### src/logic/scratch_pkg.sv
// Constants and types for the scratchpad command interpreter
package scratch_pkg;

  // Function command codes
  localparam logic [7:0] CMD_WRITE_SP = 8'h0f;
  localparam logic [7:0] CMD_READ_SP = 8'haa;
  localparam logic [7:0] CMD_COPY_SP = 8'h5a;

  // Address and offset layout
  localparam int unsigned OFF_W = 5;
  localparam int unsigned MEM_AW = 9;
  localparam int unsigned SP_BYTES = 32;
  localparam logic [4:0] LAST_OFFSET = 5'h1f;
  localparam logic [7:0] ADDR_HIGH_MASK = 8'h01;

  // End-status byte fields
  localparam int unsigned ES_PF_BIT = 5;
  localparam int unsigned ES_ZERO_BIT = 6;
  localparam int unsigned ES_AA_BIT = 7;

  // CRC16, reflected form of x^16 + x^15 + x^2 + 1
  localparam logic [15:0] CRC_POLY = 16'ha001;
  localparam logic [15:0] CRC_INIT = 16'h0000;

  // Filler patterns on read slots
  localparam logic [7:0] FILL_ONES = 8'hff;
  localparam logic [7:0] ALT_PATTERN = 8'h55;
  localparam logic [4:0] BYTE_BITS = 5'h08;
  localparam logic [4:0] CRC_BITS = 5'h10;
  localparam logic [2:0] LAST_BIT = 3'h7;

  // Copy duration
  localparam int unsigned CLK_PERIOD_NS = 40;
  localparam int unsigned COPY_TIME_NS = 30000;
  localparam int unsigned COPY_CYCLES = (COPY_TIME_NS + CLK_PERIOD_NS - 1) / CLK_PERIOD_NS;

  // Speed select reset value
  localparam logic SPEED_RESET = 1'b0;

  typedef enum logic [3:0] {
    ST_IDLE = 4'b0000,
    ST_CMD = 4'b0001,
    ST_WADDR = 4'b0010,
    ST_WDATA = 4'b0011,
    ST_WCRC = 4'b0100,
    ST_RSEND = 4'b0101,
    ST_CAUTH = 4'b0110,
    ST_COPY = 4'b0111,
    ST_CDONE = 4'b1000,
    ST_HALT = 4'b1001
  } seq_state_t;

endpackage

### src/logic/scratchpad_write_verify_copy.sv
// Scratchpad write, read-back and copy command interpreter
//
// Functional notes
// - Data stored from byte offset; ending recorded.
// - Incomplete last byte dropped; partial flag set.
// - CRC cleared, then command, address, data.
// - Full scratchpad: CRC on sixteen read slots.
// - Returned CRC is bit-inverted.
// - Upper seven address bits forced zero.
// - Read sends address, status, then data.
// - Reading past scratchpad end returns ones.
// - After good write both flags clear.
// - Match sets copy flag, starts copy.
// - Copy begin through ending offset to memory.
// - Bus reset ignored while copy runs.
// - After copy, alternating ones and zeros.
// - Copy flag cleared only by write command.
// - Regular speed by default; overdrive on request.
// - Status: ending offset, partial, zero, copy flag.
// - All bytes travel least significant bit first.
`timescale 1ns/1ps
module scratchpad_write_verify_copy #(
  parameter int unsigned COPY_CYCLES_P = scratch_pkg::COPY_CYCLES
) (
  input wire logic ref_clk_i,
  input wire logic arst_n_i,
  input wire logic func_start_i,
  input wire logic rx_valid_i,
  input wire logic rx_bit_i,
  input wire logic bus_reset_i,
  input wire logic overdrive_req_i,
  input wire logic std_speed_req_i,
  output logic tx_valid_o,
  output logic tx_bit_o,
  input wire logic tx_ready_i,
  output logic mem_wr_o,
  output logic [scratch_pkg::MEM_AW-1:0] mem_addr_o,
  output logic [7:0] mem_data_o,
  output logic copy_busy_o,
  output logic speed_select_o,
  output logic partial_byte_flag_o,
  output logic copy_accepted_flag_o,
  output logic [scratch_pkg::OFF_W-1:0] ending_offset_o
);
  import scratch_pkg::*;

  initial begin
    if (COPY_CYCLES_P < SP_BYTES + 1 || COPY_CYCLES_P > 65535) begin
      $error("COPY_CYCLES_P must lie between 33 and 65535");
    end
  end

  //////////////////////////////////////////////////////////////////////////////
  // Declarations

  seq_state_t state_q;
  logic [1:0] idx_q;
  logic [5:0] rd_off_q;
  logic [4:0] cur_off_q;
  logic auth_bad_q;
  logic copy_wr_done_q;
  logic [15:0] copy_timer_q;
  logic [7:0] rx_sr_q;
  logic [2:0] rx_cnt_q;
  logic [15:0] crc_q;
  logic [7:0] ta_low_q;
  logic [7:0] ta_high_q;
  logic [7:0] scratch_q [SP_BYTES];
  logic [15:0] tx_sr_q;
  logic [4:0] tx_left_q;
  logic byte_done;
  logic [7:0] byte_val;
  logic reset_act;
  logic [7:0] es_byte;
  logic [7:0] auth_expect;
  logic auth_bad;
  logic load_req;
  logic load_take;
  logic [15:0] load_val;
  logic [4:0] load_len;
  logic buf_in_ready;
  logic buf_push;

  //////////////////////////////////////////////////////////////////////////////
  // Byte assembly and decode helpers

  assign byte_done = rx_valid_i && (rx_cnt_q == LAST_BIT);
  assign byte_val = {rx_bit_i, rx_sr_q[7:1]};
  assign reset_act = bus_reset_i && (state_q != ST_COPY);
  assign es_byte = {copy_accepted_flag_o, 1'b0, partial_byte_flag_o, ending_offset_o};
  assign buf_push = (tx_left_q != 5'd0) && buf_in_ready;
  assign load_take = load_req && (tx_left_q == 5'd0);
  assign auth_bad = auth_bad_q || (byte_val != auth_expect);

  always_comb begin
    case (idx_q)
      2'd0: auth_expect = ta_low_q;
      2'd1: auth_expect = ta_high_q;
      default: auth_expect = es_byte;
    endcase
  end

  always_ff @(posedge ref_clk_i or negedge arst_n_i) begin
    if (!arst_n_i) begin
      rx_sr_q <= 8'h00;
      rx_cnt_q <= 3'h0;
    end else if (bus_reset_i || func_start_i) begin
      rx_cnt_q <= 3'h0;
    end else if (rx_valid_i) begin
      rx_sr_q <= byte_val;
      rx_cnt_q <= rx_cnt_q + 3'h1;
    end
  end

  //////////////////////////////////////////////////////////////////////////////
  // Command sequencer

  always_ff @(posedge ref_clk_i or negedge arst_n_i) begin
    if (!arst_n_i) begin
      state_q <= ST_IDLE;
      idx_q <= 2'd0;
      rd_off_q <= 6'h00;
      cur_off_q <= 5'h00;
      auth_bad_q <= 1'b0;
      copy_wr_done_q <= 1'b0;
      copy_timer_q <= 16'h0000;
    end else if (reset_act) begin
      state_q <= ST_IDLE;
      idx_q <= 2'd0;
    end else begin
      case (state_q)
        ST_IDLE: begin
          if (func_start_i) begin
            state_q <= ST_CMD;
          end
        end
        ST_CMD: begin
          if (byte_done) begin
            idx_q <= 2'd0;
            auth_bad_q <= 1'b0;
            if (byte_val == CMD_WRITE_SP) begin
              state_q <= ST_WADDR;
            end else if (byte_val == CMD_READ_SP) begin
              state_q <= ST_RSEND;
              rd_off_q <= {1'b0, ta_low_q[4:0]};
            end else if (byte_val == CMD_COPY_SP) begin
              state_q <= ST_CAUTH;
            end else begin
              state_q <= ST_HALT;
            end
          end
        end
        ST_WADDR: begin
          if (byte_done) begin
            if (idx_q == 2'd0) begin
              idx_q <= 2'd1;
            end else begin
              state_q <= ST_WDATA;
              cur_off_q <= ta_low_q[4:0];
            end
          end
        end
        ST_WDATA: begin
          if (byte_done) begin
            if (cur_off_q == LAST_OFFSET) begin
              state_q <= ST_WCRC;
              idx_q <= 2'd0;
            end else begin
              cur_off_q <= cur_off_q + 5'h01;
            end
          end
        end
        ST_WCRC: begin
          if (load_take) begin
            idx_q <= 2'd1;
          end
        end
        ST_RSEND: begin
          if (load_take) begin
            if (idx_q != 2'd3) begin
              idx_q <= idx_q + 2'd1;
            end else if (!rd_off_q[5]) begin
              rd_off_q <= rd_off_q + 6'h01;
            end
          end
        end
        ST_CAUTH: begin
          if (byte_done) begin
            if (idx_q != 2'd2) begin
              idx_q <= idx_q + 2'd1;
              auth_bad_q <= auth_bad;
            end else if (auth_bad) begin
              state_q <= ST_HALT;
            end else begin
              state_q <= ST_COPY;
              cur_off_q <= ta_low_q[4:0];
              copy_wr_done_q <= 1'b0;
              copy_timer_q <= 16'h0000;
            end
          end
        end
        ST_COPY: begin
          copy_timer_q <= copy_timer_q + 16'h0001;
          if (!copy_wr_done_q) begin
            if (cur_off_q == ending_offset_o) begin
              copy_wr_done_q <= 1'b1;
            end else begin
              cur_off_q <= cur_off_q + 5'h01;
            end
          end else if (copy_timer_q >= 16'(COPY_CYCLES_P - 1)) begin
            state_q <= ST_CDONE;
          end
        end
        default: begin
          state_q <= state_q;
        end
      endcase
    end
  end

  //////////////////////////////////////////////////////////////////////////////
  // Address, status flags and speed

  always_ff @(posedge ref_clk_i or negedge arst_n_i) begin
    if (!arst_n_i) begin
      ta_low_q <= 8'h00;
      ta_high_q <= 8'h00;
    end else if (!reset_act && state_q == ST_WADDR && byte_done) begin
      if (idx_q == 2'd0) begin
        ta_low_q <= byte_val;
      end else begin
        ta_high_q <= byte_val & ADDR_HIGH_MASK;
      end
    end
  end

  always_ff @(posedge ref_clk_i or negedge arst_n_i) begin
    if (!arst_n_i) begin
      partial_byte_flag_o <= 1'b0;
      copy_accepted_flag_o <= 1'b0;
      ending_offset_o <= 5'h00;
    end else begin
      if (reset_act && state_q == ST_WDATA && rx_cnt_q != 3'h0) begin
        partial_byte_flag_o <= 1'b1;
      end else if (state_q == ST_CMD && byte_done && byte_val == CMD_WRITE_SP) begin
        partial_byte_flag_o <= 1'b0;
      end
      if (state_q == ST_CMD && byte_done && byte_val == CMD_WRITE_SP) begin
        copy_accepted_flag_o <= 1'b0;
      end else if (!reset_act && state_q == ST_CAUTH && byte_done && idx_q == 2'd2
                   && !auth_bad) begin
        copy_accepted_flag_o <= 1'b1;
      end
      if (!reset_act && state_q == ST_WDATA && byte_done) begin
        ending_offset_o <= cur_off_q;
      end
    end
  end

  always_ff @(posedge ref_clk_i or negedge arst_n_i) begin
    if (!arst_n_i) begin
      speed_select_o <= SPEED_RESET;
    end else if (overdrive_req_i) begin
      speed_select_o <= 1'b1;
    end else if (std_speed_req_i) begin
      speed_select_o <= 1'b0;
    end
  end

  //////////////////////////////////////////////////////////////////////////////
  // Scratchpad storage and CRC

  always_ff @(posedge ref_clk_i) begin
    if (!reset_act && state_q == ST_WDATA && byte_done) begin
      scratch_q[cur_off_q] <= byte_val;
    end
  end

  always_ff @(posedge ref_clk_i or negedge arst_n_i) begin
    if (!arst_n_i) begin
      crc_q <= CRC_INIT;
    end else if (func_start_i) begin
      crc_q <= CRC_INIT;
    end else if (rx_valid_i && !reset_act
                 && (state_q == ST_CMD || state_q == ST_WADDR || state_q == ST_WDATA)) begin
      if (crc_q[0] ^ rx_bit_i) begin
        crc_q <= (crc_q >> 1) ^ CRC_POLY;
      end else begin
        crc_q <= crc_q >> 1;
      end
    end
  end

  //////////////////////////////////////////////////////////////////////////////
  // Read slot data source

  always_comb begin
    load_req = 1'b0;
    load_val = 16'h0000;
    load_len = 5'h00;
    case (state_q)
      ST_RSEND: begin
        load_req = 1'b1;
        load_len = BYTE_BITS;
        if (idx_q == 2'd0) begin
          load_val = {8'h00, ta_low_q};
        end else if (idx_q == 2'd1) begin
          load_val = {8'h00, ta_high_q};
        end else if (idx_q == 2'd2) begin
          load_val = {8'h00, es_byte};
        end else if (rd_off_q[5]) begin
          load_val = {8'h00, FILL_ONES};
        end else begin
          load_val = {8'h00, scratch_q[rd_off_q[4:0]]};
        end
      end
      ST_WCRC: begin
        load_req = (idx_q == 2'd0);
        load_len = CRC_BITS;
        load_val = ~crc_q;
      end
      ST_CDONE: begin
        load_req = 1'b1;
        load_len = BYTE_BITS;
        load_val = {8'h00, ALT_PATTERN};
      end
      default: begin
        load_req = 1'b0;
      end
    endcase
  end

  always_ff @(posedge ref_clk_i or negedge arst_n_i) begin
    if (!arst_n_i) begin
      tx_sr_q <= 16'h0000;
      tx_left_q <= 5'h00;
    end else if (reset_act) begin
      tx_left_q <= 5'h00;
    end else if (load_take) begin
      tx_sr_q <= load_val;
      tx_left_q <= load_len;
    end else if (buf_push) begin
      tx_sr_q <= tx_sr_q >> 1;
      tx_left_q <= tx_left_q - 5'h01;
    end
  end

  two_entry_buffer #(
    .WIDTH(1),
    .DEPTH(2)
  ) u_tx_buffer (
    .clk_i(ref_clk_i),
    .arst_n_i(arst_n_i),
    .flush_i(reset_act),
    .in_valid_i(tx_left_q != 5'h00),
    .in_data_i(tx_sr_q[0]),
    .in_ready_o(buf_in_ready),
    .out_valid_o(tx_valid_o),
    .out_data_o(tx_bit_o),
    .out_ready_i(tx_ready_i)
  );

  //////////////////////////////////////////////////////////////////////////////
  // Main memory write port

  always_ff @(posedge ref_clk_i or negedge arst_n_i) begin
    if (!arst_n_i) begin
      mem_wr_o <= 1'b0;
      mem_addr_o <= '0;
      mem_data_o <= 8'h00;
      copy_busy_o <= 1'b0;
    end else begin
      mem_wr_o <= (state_q == ST_COPY) && !copy_wr_done_q;
      mem_addr_o <= {ta_high_q[0], ta_low_q[7:5], cur_off_q};
      mem_data_o <= scratch_q[cur_off_q];
      copy_busy_o <= (state_q == ST_COPY);
    end
  end

endmodule

### src/logic/two_entry_buffer.sv
// Two-entry buffer with valid and ready on both sides
`timescale 1ns/1ps
module two_entry_buffer #(
  parameter int unsigned WIDTH = 1,
  parameter int unsigned DEPTH = 2
) (
  input wire logic clk_i,
  input wire logic arst_n_i,
  input wire logic flush_i,
  input wire logic in_valid_i,
  input wire logic [WIDTH-1:0] in_data_i,
  output logic in_ready_o,
  output logic out_valid_o,
  output logic [WIDTH-1:0] out_data_o,
  input wire logic out_ready_i
);

  initial begin
    if (DEPTH != 2 || WIDTH < 1) begin
      $error("two_entry_buffer supports DEPTH 2 and WIDTH of at least 1 only");
    end
  end

  logic [1:0] count_q;
  logic [1:0] count_d;
  logic [WIDTH-1:0] head_q;
  logic [WIDTH-1:0] tail_q;
  logic push;
  logic pop;

  assign in_ready_o = (count_q != 2'd2);
  assign push = in_valid_i && in_ready_o;
  assign pop = out_valid_o && out_ready_i;

  always_comb begin
    count_d = count_q;
    if (push && !pop) begin
      count_d = count_q + 2'd1;
    end else if (pop && !push) begin
      count_d = count_q - 2'd1;
    end
  end

  always_ff @(posedge clk_i or negedge arst_n_i) begin
    if (!arst_n_i) begin
      count_q <= 2'd0;
      out_valid_o <= 1'b0;
    end else if (flush_i) begin
      count_q <= 2'd0;
      out_valid_o <= 1'b0;
    end else begin
      count_q <= count_d;
      out_valid_o <= (count_d != 2'd0);
    end
  end

  always_ff @(posedge clk_i or negedge arst_n_i) begin
    if (!arst_n_i) begin
      head_q <= '0;
      tail_q <= '0;
    end else begin
      if (count_q == 2'd0 && push) begin
        head_q <= in_data_i;
      end else if (count_q == 2'd1 && push && pop) begin
        head_q <= in_data_i;
      end else if (count_q == 2'd1 && push) begin
        tail_q <= in_data_i;
      end else if (count_q == 2'd2 && pop) begin
        head_q <= tail_q;
        if (push) begin
          tail_q <= in_data_i;
        end
      end
    end
  end

  assign out_data_o = head_q;

endmodule

### config.mk
export PLATFORM = sky130hd
export DESIGN_NAME = scratchpad_write_verify_copy
export DESIGN_NICKNAME = d
export VERILOG_FILES = /design/src/logic/scratch_pkg.sv /design/src/logic/scratchpad_write_verify_copy.sv /design/src/logic/two_entry_buffer.sv
export SDC_FILE = /design/constraint.sdc
export NUM_CORES = 1
export LEC_CHECK = 0
export BUFFER_PORTS_ARGS = -buffer_cell sky130_fd_sc_hd__buf_2
export CORE_ASPECT_RATIO = 1.1
export CORE_MARGIN = 10
export CORE_UTILIZATION = 57
export DETAILED_ROUTE_END_ITERATION = 6
export GPL_TIMING_DRIVEN = 0
export HOLD_SLACK_MARGIN = 0.15
export PLACE_DENSITY_LB_ADDON = 0.2
export SLEW_MARGIN = 20
export SYNTH_ARGS = -nofsm -noshare
export SYNTH_HDL_FRONTEND = slang
export SYNTH_HIERARCHICAL = 1
export SYNTH_SLANG_ARGS = --single-unit
### constraint.sdc
create_clock -name ref_clk_i -period 2.7 [get_ports ref_clk_i]
set_input_delay 0.135 -clock ref_clk_i [delete_from_list [all_inputs] [get_ports ref_clk_i]]
set_output_delay 0.135 -clock ref_clk_i [all_outputs]
set_load 0.01 [all_outputs]
; ---- Yosys cells after proc, flatten, opt, wreduce, memory -nomap -nowiden
; Memories as Yosys holds them, arrays and structs flattened. A register that Yosys moved wholly into a read port is not among the register bits.
; Index checks and enable logic that the tools add are counted.
; Widths: inputs -> output; s select.
[totals]
mem_count = 1
mem_bits_rw = 256
word_cells = 268
output_inout_bits = 29
reg_bits = 116
romBits = 0
latchBits = 0
[memory_table]
columns = memory, words, word_bits, read_ports, rd_ports_with_merged_regs, write_ports, line
row1 = scratch_q, 32, 8, 2, 1, 1, scratchpad_write_verify_copy.sv:68  ; logic [7:0] scratch_q [SP_BYTES];
[op_classes]
shift = 0
mux = 96
n_lt_le_gt_ge = 1
reduce_logical = 73
n_mul = 0
eq_ne = 55
n_bitwise = 8
div = 0
add_sub_neg = 8
[ops]
columns = op, count
row1 = $mux 16, 8
row2 = $mux 4, 15
row3 = $mux 5, 12
row4 = $pmux 16 s3, 1
row5 = $ne 3x3->1 const B, 14
row6 = $ne 2x2->1 const B, 19
row7 = $mux 6, 6
row8 = $reduce_and 11->1, 3
row9 = $mux 8, 4
row10 = $pmux 16 s2, 1
row11 = $mux 2, 14
row12 = $logic_and 1x1->1, 26
row13 = $mux 1, 24
row14 = $pmux 4 s6, 1
row15 = $reduce_bool 2->1, 12
row16 = $pmux 5 s4, 1
row17 = $add 16x1->16 const B, 1
row18 = $eq 4x3->1 const B, 4
row19 = $ge 16x10->1 const B, 1
row20 = $not 16->16, 1
row21 = $pmux 8 s2, 1
row22 = $reduce_bool 7->1, 2
row23 = $pmux 2 s6, 1
row24 = $pmux 6 s2, 1
row25 = other kinds (40), 68

; ---- Logic depth before layout (Yosys ltp)
; Gate-level depths: netlist of run 1.
[depth]
depth_word = 9
ltp_mapped = 13

; ---- By module
; Netlist of run 1, hierarchy kept.
[modules_own_cells]
columns = module, area_each_um2, instances, cells_per_inst
row1 = scratchpad_write_verify_copy, 18312.6, 1, 1275
row2 = two_entry_buffer, 340.3, 1, 33

; ---- Worst setup path before layout of run 1
; No wires, ideal clock.
[synth_path]
path_type = reg-to-reg
from = register idx_q[0]
to = register copy_wr_done_q
path_stages_with_launch = 12
period_less_slack_ns = 2.792
path_slack_ns = -0.092
path_buffers = 2
arrival_ns = 2.674
path_cell_list = dfrtp_1 > inv_1 > ha_1 > buf_6 > o211a_1 > or3_1 > a211oi_2 > and4_1 > buf_6 > nand2_4 > or4_4 > a21o_1
[synth_via]
elab_chain_len = 6
elab_cells_between_ends = 9
classes_between = eq/ne: 5 / mux: 1 / reduce/logical: 3
[synth_lines]
columns = item, line
row1 = "start, declared", scratchpad_write_verify_copy.sv:57  ; logic [1:0] idx_q;
row2 = "start signal, assigned", scratchpad_write_verify_copy.sv:181  ; idx_q <= idx_q + 2'd1;
row3 = "start signal, assigned", scratchpad_write_verify_copy.sv:190  ; idx_q <= idx_q + 2'd1;
row4 = $eq 2x1->1 / $logic_not 2->1 (equally long branches), scratchpad_write_verify_copy.sv:96  ; case (idx_q)
row5 = $pmux 8 s2, scratchpad_write_verify_copy.sv:96
row6 = $ne 8x8->1, scratchpad_write_verify_copy.sv:93  ; assign auth_bad = auth_bad_q || (byte_val != auth_expect);
row7 = $logic_or 1x1->1, scratchpad_write_verify_copy.sv:93
row8 = $ne 2x2->1 (no line), --
row9 = $reduce_and 5->1 (no line) *, --
row10 = "end signal, assigned", scratchpad_write_verify_copy.sv:125  ; copy_wr_done_q <= 1'b0;
row11 = "end signal, assigned", scratchpad_write_verify_copy.sv:197  ; copy_wr_done_q <= 1'b0;
row12 = "end signal, assigned", scratchpad_write_verify_copy.sv:206  ; copy_wr_done_q <= 1'b1;
row13 = "end, declared", scratchpad_write_verify_copy.sv:61  ; logic copy_wr_done_q;
; Every way passes the cells marked *; elsewhere a longest branch is shown, timed or not.
; A chain may end at the register's enable or synchronous reset.

; ---- Worst setup path in the final report of run 1
[layout_path]
from = register idx_q[1]
to = register copy_wr_done_q
; The elaborated chain is that of the path after synthesis.

==> out/metrics.cfg, run 1 <==
[route]
drt_iter0_markers = 1709
drc = 0
drt-vias-per-instance = 6.879
ant_nets = 0
vias = 12870
first_pass_iters = 5
routed_wirelength_mm = 53.47
routedWlPerCell_um = 28.58

[pwr]
p_leak_uw = 0.007721
power_density_nw_per_um2 = 691.7
power.total_uw = 15180
max-vdd-ir-drop_v = 0.0006345

[placed_design]
dp_hpwl_mm = 35.88
place_ws_ns = -1.151
place.gp.congestion = 0.9461
place_area_um2 = 19430
io_buffers = 35

[timing]
fin_crit_sh_pct = 101.4
max_freq_ghz = 0.3653
holdWs_ns = 0.1551
finClkSkew_ns = 0.02128
fin_ws_ns = -0.03725
drv_slew = 0
setup-violations-final = 1
finalHoldViolCount = 0
slew-limit-headroom_pct = 37.67
tightest_slew_ns = 0.9350
fin_crit_ns = 2.737
rsz0062_at_grt = yes

[logic_synthesis]
async_reset_ff_share_pct = 32.45
synth_top_area_share_pct = 41.21
yosysSeqAreaShare_pct = 57.71
synth_area_leaders = edfxtp_1 41%, mux4_2 17%, dfrtp_1 17%
syn_nets = 1339
yosys_warnings = 6
netlist_instances = 1308
ys_ff_latch = 379
ys.flop_type = edfxtp_1
synthesis.area_um2 = 18650
synth_area_leader_cell = edfxtp_1
netlist-cell-type-count = 81
synth_edf_count = 256
syn_avg_cell_area_um2 = 14.26

[grt]
grt_usage_pct = 26.54
grt_max_degree = 63
grt_pass1_wl_mm = 80.52
antenna_found_initial = 0
first_global_vias = 12880
grt_overflow = 0

[final_layout]
drive_gt1_share_pct = 31.93
final_cell_mix = 256 x edfxtp_1, 138 x mux4_2, 115 x dfrtp_1
finalInstanceArea_um2 = 21950
area_growth_pct = 17.68
final_common_cell = edfxtp_1
nets = 1444

[floorplan]
core_area_um2 = 32290
die_w_um = 192.5
fp.dieArea_um2 = 40370
rows = 69
die_h_um = 209.7
start_util_pct = 57.77
io_pins = 38

[hold_path]
hp-class = input pin to flip-flop

[run]
drv_cap = 0

[clock_network]
root_buffer = clkbuf_16
cts_max_level = 2
numCtsBuffers = 40
clk_latency_ns = 0.56
clk_pin_slew_ns = 0.06
cts_tree = yes
cts_num_sinks = 379
cts.path.max_buffers = 3

[setup_path]
path_class = flip-flop to flip-flop
crit_arrival_ns = 3.16
endpoint_kind = flip-flop
cp_max_fo = 5
required_ns = 3.13
critPathLaunchType = flip-flop

[run_status]
status = finished with violations
violations = setup timing

==> cells by family after synthesis <==
kind of cell	after synthesis	synth area share, %
fa+ha+maj	22	1.476
compound gates	237	8.506
xor+xnor	17	0.8385
buf+inv	115	2.616
simple gates	352	9.438
mux	186	19.41
flops	379	57.71
==> metrics by stage <==
stage,std cells,TNS [ns],utilization [%]
after floorplan,1308,0,-
after global placement,1769,-353.80,59.98
after detailed placement,1770,-302.87,60.17
after CTS,1858,-0.05971,66.63
after global routing,1870,-1.006,67.97
final,1871,-0.03725,67.98
==> path summary, 6_finish.rpt <==
kind	from	to	slack, ns	cells after the start
worst max-delay path	idx_q[1]	copy_wr_done_q	-0.04	11
worst min-delay path	rx_bit_i	scratch_q[30][7]	0.16	1
worst max register to register	idx_q[1]	copy_wr_done_q	-0.04	11
worst min register to register	cur_off_q[3]	mem_addr_o[3]	0.39	0
max in group asynchronous	arst_n_i	copy_timer_q[2]	1.49	4
min in group asynchronous	arst_n_i	rd_off_q[2]	0.61	3
==> repair_timing <==
action,CTS,global route
hold buffers,8,0
gates resized for setup,157,84
endpoints found under the hold margin,141,0
pin swaps,5,27
gates cloned,0,2
setup buffers,11,11
endpoints found under the setup margin,326,221
==> critical path: stages, from the launching register on <==
cell	delay (ns)
dfrtp_1	0.36
inv_2	0.08
ha_4	0.19
buf_6	0.13
o211a_1	0.23
or3_4	0.33
a22oi_2	0.21
and4_4	0.29
buf_6	0.14
nand2_8	0.06
or4_4	0.43
a21o_1	0.17
==> synth_stat cells (all sizes together), types with 8 or more instances <==
| cell | n |
|---|---|
| a21oi | 63 |
| mux2 | 26 |
| a21o | 9 |
| nor3 | 17 |
| nand4 | 21 |
| edfxtp | 256 |
| o22ai | 9 |
| nor3b | 10 |
| buf | 30 |
| nand2 | 86 |
| inv | 29 |
| a22oi | 30 |
| nor2b | 12 |
| nor2 | 99 |
| nand2b | 8 |
| a31oi | 11 |
| dfrtp | 123 |
| mux4 | 138 |
| o211ai | 10 |
| nand3 | 36 |
| ha | 22 |
| xnor2 | 12 |
| and2 | 9 |
| o21ai | 45 |
| clkbuf | 55 |
| mux2i | 22 |
| or3 | 11 |
==> power by group <==
group	total, µW	leakage (µW)	internal [µW]	switching [µW]
sequential	7570	0.00384	6880	688
combinational	1830	0.00320	796	1030
clock	5790	0.000682	3490	2290
total	15200	0.00772	11200	4010
==> registers in the layout, indices dropped and copies added, names as in the netlist, 3 cells and up <==
name and cells:
ta_low_q 8, cur_off_q 5, scratch_q 256, mem_data_o 8, tx_sr_q 16, rx_sr_q 7, ending_offset_o 5, rd_off_q 6
mem_addr_o 9, crc_q 16, state_q 4, rx_cnt_q 3, copy_timer_q 16, tx_left_q 5
==> layer usage <==
layer	up-vias	wire length [µm]	track usage (%)
met3	181	5136	5.522
li1	5380	-	-
met1	6522	19560	33.78
met4	0	2957	11.90
met2	787	25820	43.07
met5	-	0	0
==> final cells by class <==
type	instances	area, µm²
Buffer	80	508.0
Clock buffer	49	1109
Clock inverter	24	271.5
Antenna cell	1	2.502
Sequential cell	379	10780
Timing Repair Buffer	68	569.3
Inverter	30	117.6
Multi-Input combinational cell	814	8056
Fill cell	2251	10340
Tap cell	426	533.0
Note: power is estimated with default switching activity, not from simulation.
==> run 2, diff against run 1 <==
--- a/config.mk
+++ b/config.mk
@@ -13,6 +13,8 @@
 export GPL_TIMING_DRIVEN = 0
 export HOLD_SLACK_MARGIN = 0.15
 export PLACE_DENSITY_LB_ADDON = 0.2
+export SETUP_SLACK_MARGIN = 0.4
+export SKIP_LAST_GASP = 1
 export SLEW_MARGIN = 20
 export SYNTH_ARGS = -nofsm -noshare
 export SYNTH_HDL_FRONTEND = slang
==> out/metrics.cfg, run 2 (synthesis results as in run 1) <==
[run_status]
status = finished with violations
violations = setup timing

[route]
vias = 13607
first_pass_iters = 7
routedWlPerCell_um = 29.84
routed_wirelength_mm = 58.15
drt-vias-per-instance = 6.982
drt_iter0_markers = 2114
ant_nets = 0
drc = 0

[timing]
drv_slew = 0
fin_crit_sh_pct = 102.6
tns_ns = -0.1760
slew-limit-headroom_pct = 43.17
max_freq_ghz = 0.3611
setup-violations-final = 4
holdWs_ns = 0.1759
fin_crit_ns = 2.769
finClkSkew_ns = 0.02444
rsz0062_at_grt = yes
tightest_slew_ns = 0.8493
finalHoldViolCount = 0
fin_ws_ns = -0.06927

[setup_path]
crit_start = state_q[2]
critical-path-max-stage-delay_ns = 0.55
path_buf_inv = 2
crit_arrival_ns = 3.21
slowest_stage = nor4_2
required_ns = 3.14
endpoint_kind = flip-flop
r2r-end = cur_off_q[4]
crit_cells = 9
critPathTopFamily = simple AND/OR/NAND/NOR gates
worstPathCellList = buf_2 -> nor2b_1 -> buf_2 -> nand3_1 -> nor4_2 -> nor2_1 -> nand4_1 -> nor2_4 -> mux2_4
reg2regPathDepth = 9
critPathLaunchType = flip-flop
ff2ff_setup_slack_ns = -0.07
cp_common_cell = buf_2
cp-endpoint = cur_off_q[4]
path_class = flip-flop to flip-flop
worstReg2RegStart = state_q[2]
cp_max_fo = 10

[clock_network]
numCtsBuffers = 41
cts_num_sinks = 379
cts_max_level = 2
cts.path.max_buffers = 3
clk_pin_slew_ns = 0.07
root_buffer = clkbuf_16
clk_latency_ns = 0.56
cts_tree = yes

[floorplan]
rows = 69
die_h_um = 209.7
core_area_um2 = 32290
start_util_pct = 57.77
io_pins = 38
die_w_um = 192.5
fp.dieArea_um2 = 40370

[final_layout]
finalInstanceArea_um2 = 23250
diodes = 0
drive_gt1_share_pct = 38.15
seq_area_um2 = 10800
regMostFlops = scratch_q
fillers = 2031
area_growth_pct = 24.65
nets = 1524
largest_reg_flops = 256
multi_input_comb_area_um2 = 8327
final_cell_mix = 256 x edfxtp_1, 138 x mux4_2, 113 x dfrtp_1
final_common_cell = edfxtp_1

[grt]
grt_max_degree = 94
antenna_found_initial = 0
grt_overflow = 0
first_global_vias = 13343
grt_pass1_wl_mm = 82.29
grt_usage_pct = 27.25

[placed_design]
place.gp.congestion = 0.9312
dp_hpwl_mm = 35.74
place_ws_ns = -0.7304
io_buffers = 35
place_area_um2 = 19580

[hold_path]
hold-path-cell-count = 1
hp-class = input pin to flip-flop

[pwr]
power_density_nw_per_um2 = 653.3
power.total_uw = 15190
p_leak_uw = 0.008246
max-vdd-ir-drop_v = 0.0006120

[run]
drv_cap = 0

-- run 2: cell types whose count changed in the layout (fill, tap and decap cells not counted), moves of 4 or more --
cell,delta
buf_8,+8
nor2_1,-5
buf_4,+48
dfrtp_4,+4
o21ai_0,-5
clkbuf_2,+4
buf_12,+23
nand2_8,+4
nor2b_1,-4
a21oi_2,-5
bufinv_16,-4
a21oi_1,+4
clkbuf_8,+5
clkbuf_1,-8
-- run 2: worst min-delay path by stage --
stage / startpoint / endpoint
after detailed placement: arst_n_i / u_tx_buffer/out_data_o
after CTS: rx_bit_i / scratch_q[31][7]
after floorplan: arst_n_i / auth_bad_q
after global placement: overdrive_req_i / speed_select_o
after global routing: rx_bit_i / scratch_q[11][7]
final: rx_bit_i / scratch_q[11][7]
-- run 2: cell type report --
cell class | count | area share (%)
Tap cell | 426 | 2.292
Clock inverter | 19 | 0.6780
Inverter | 30 | 0.5166
Multi-Input combinational cell | 815 | 35.81
Timing Repair Buffer | 141 | 6.296
Sequential cell | 379 | 46.43
Clock buffer | 54 | 4.752
Buffer | 85 | 3.223
-- run 2: routing by layer --
layer  GRT usage (%)  up-vias  wire length, µm
met3           6.235      229             6273
met4           14.37        0             3662
met1           34.01     6827            20340
met5               0        -                0
li1                -     5549                -
met2           43.57     1002            27880
-- run 2: per-stage QoR --
step           utilization [%]  std cells
2_1_floorplan                -       1308
3_3_place_gp             60.47       1769
3_5_place_dp             60.65       1770
4_1_cts                  69.33       1910
5_1_grt                  72.01       1949
6_report                 72.01       1949
-- run 2: repair_timing --
item	4_1_cts	5_1_grt
resized for setup	212	121
setup endpoints to repair	335	336
cloned	1	5
setup buffers	58	34
endpoints found under the hold margin	138	0
pin swaps	35	46
hold buffers	8	0
-- run 2: report_power, final --
| group | leakage [µW] | switching [µW] | internal [µW] |
|---|---|---|---|
| combinational | 0.00379 | 1310 | 1000 |
| clock | 0.000612 | 2350 | 3080 |
| sequential | 0.00384 | 562 | 6890 |
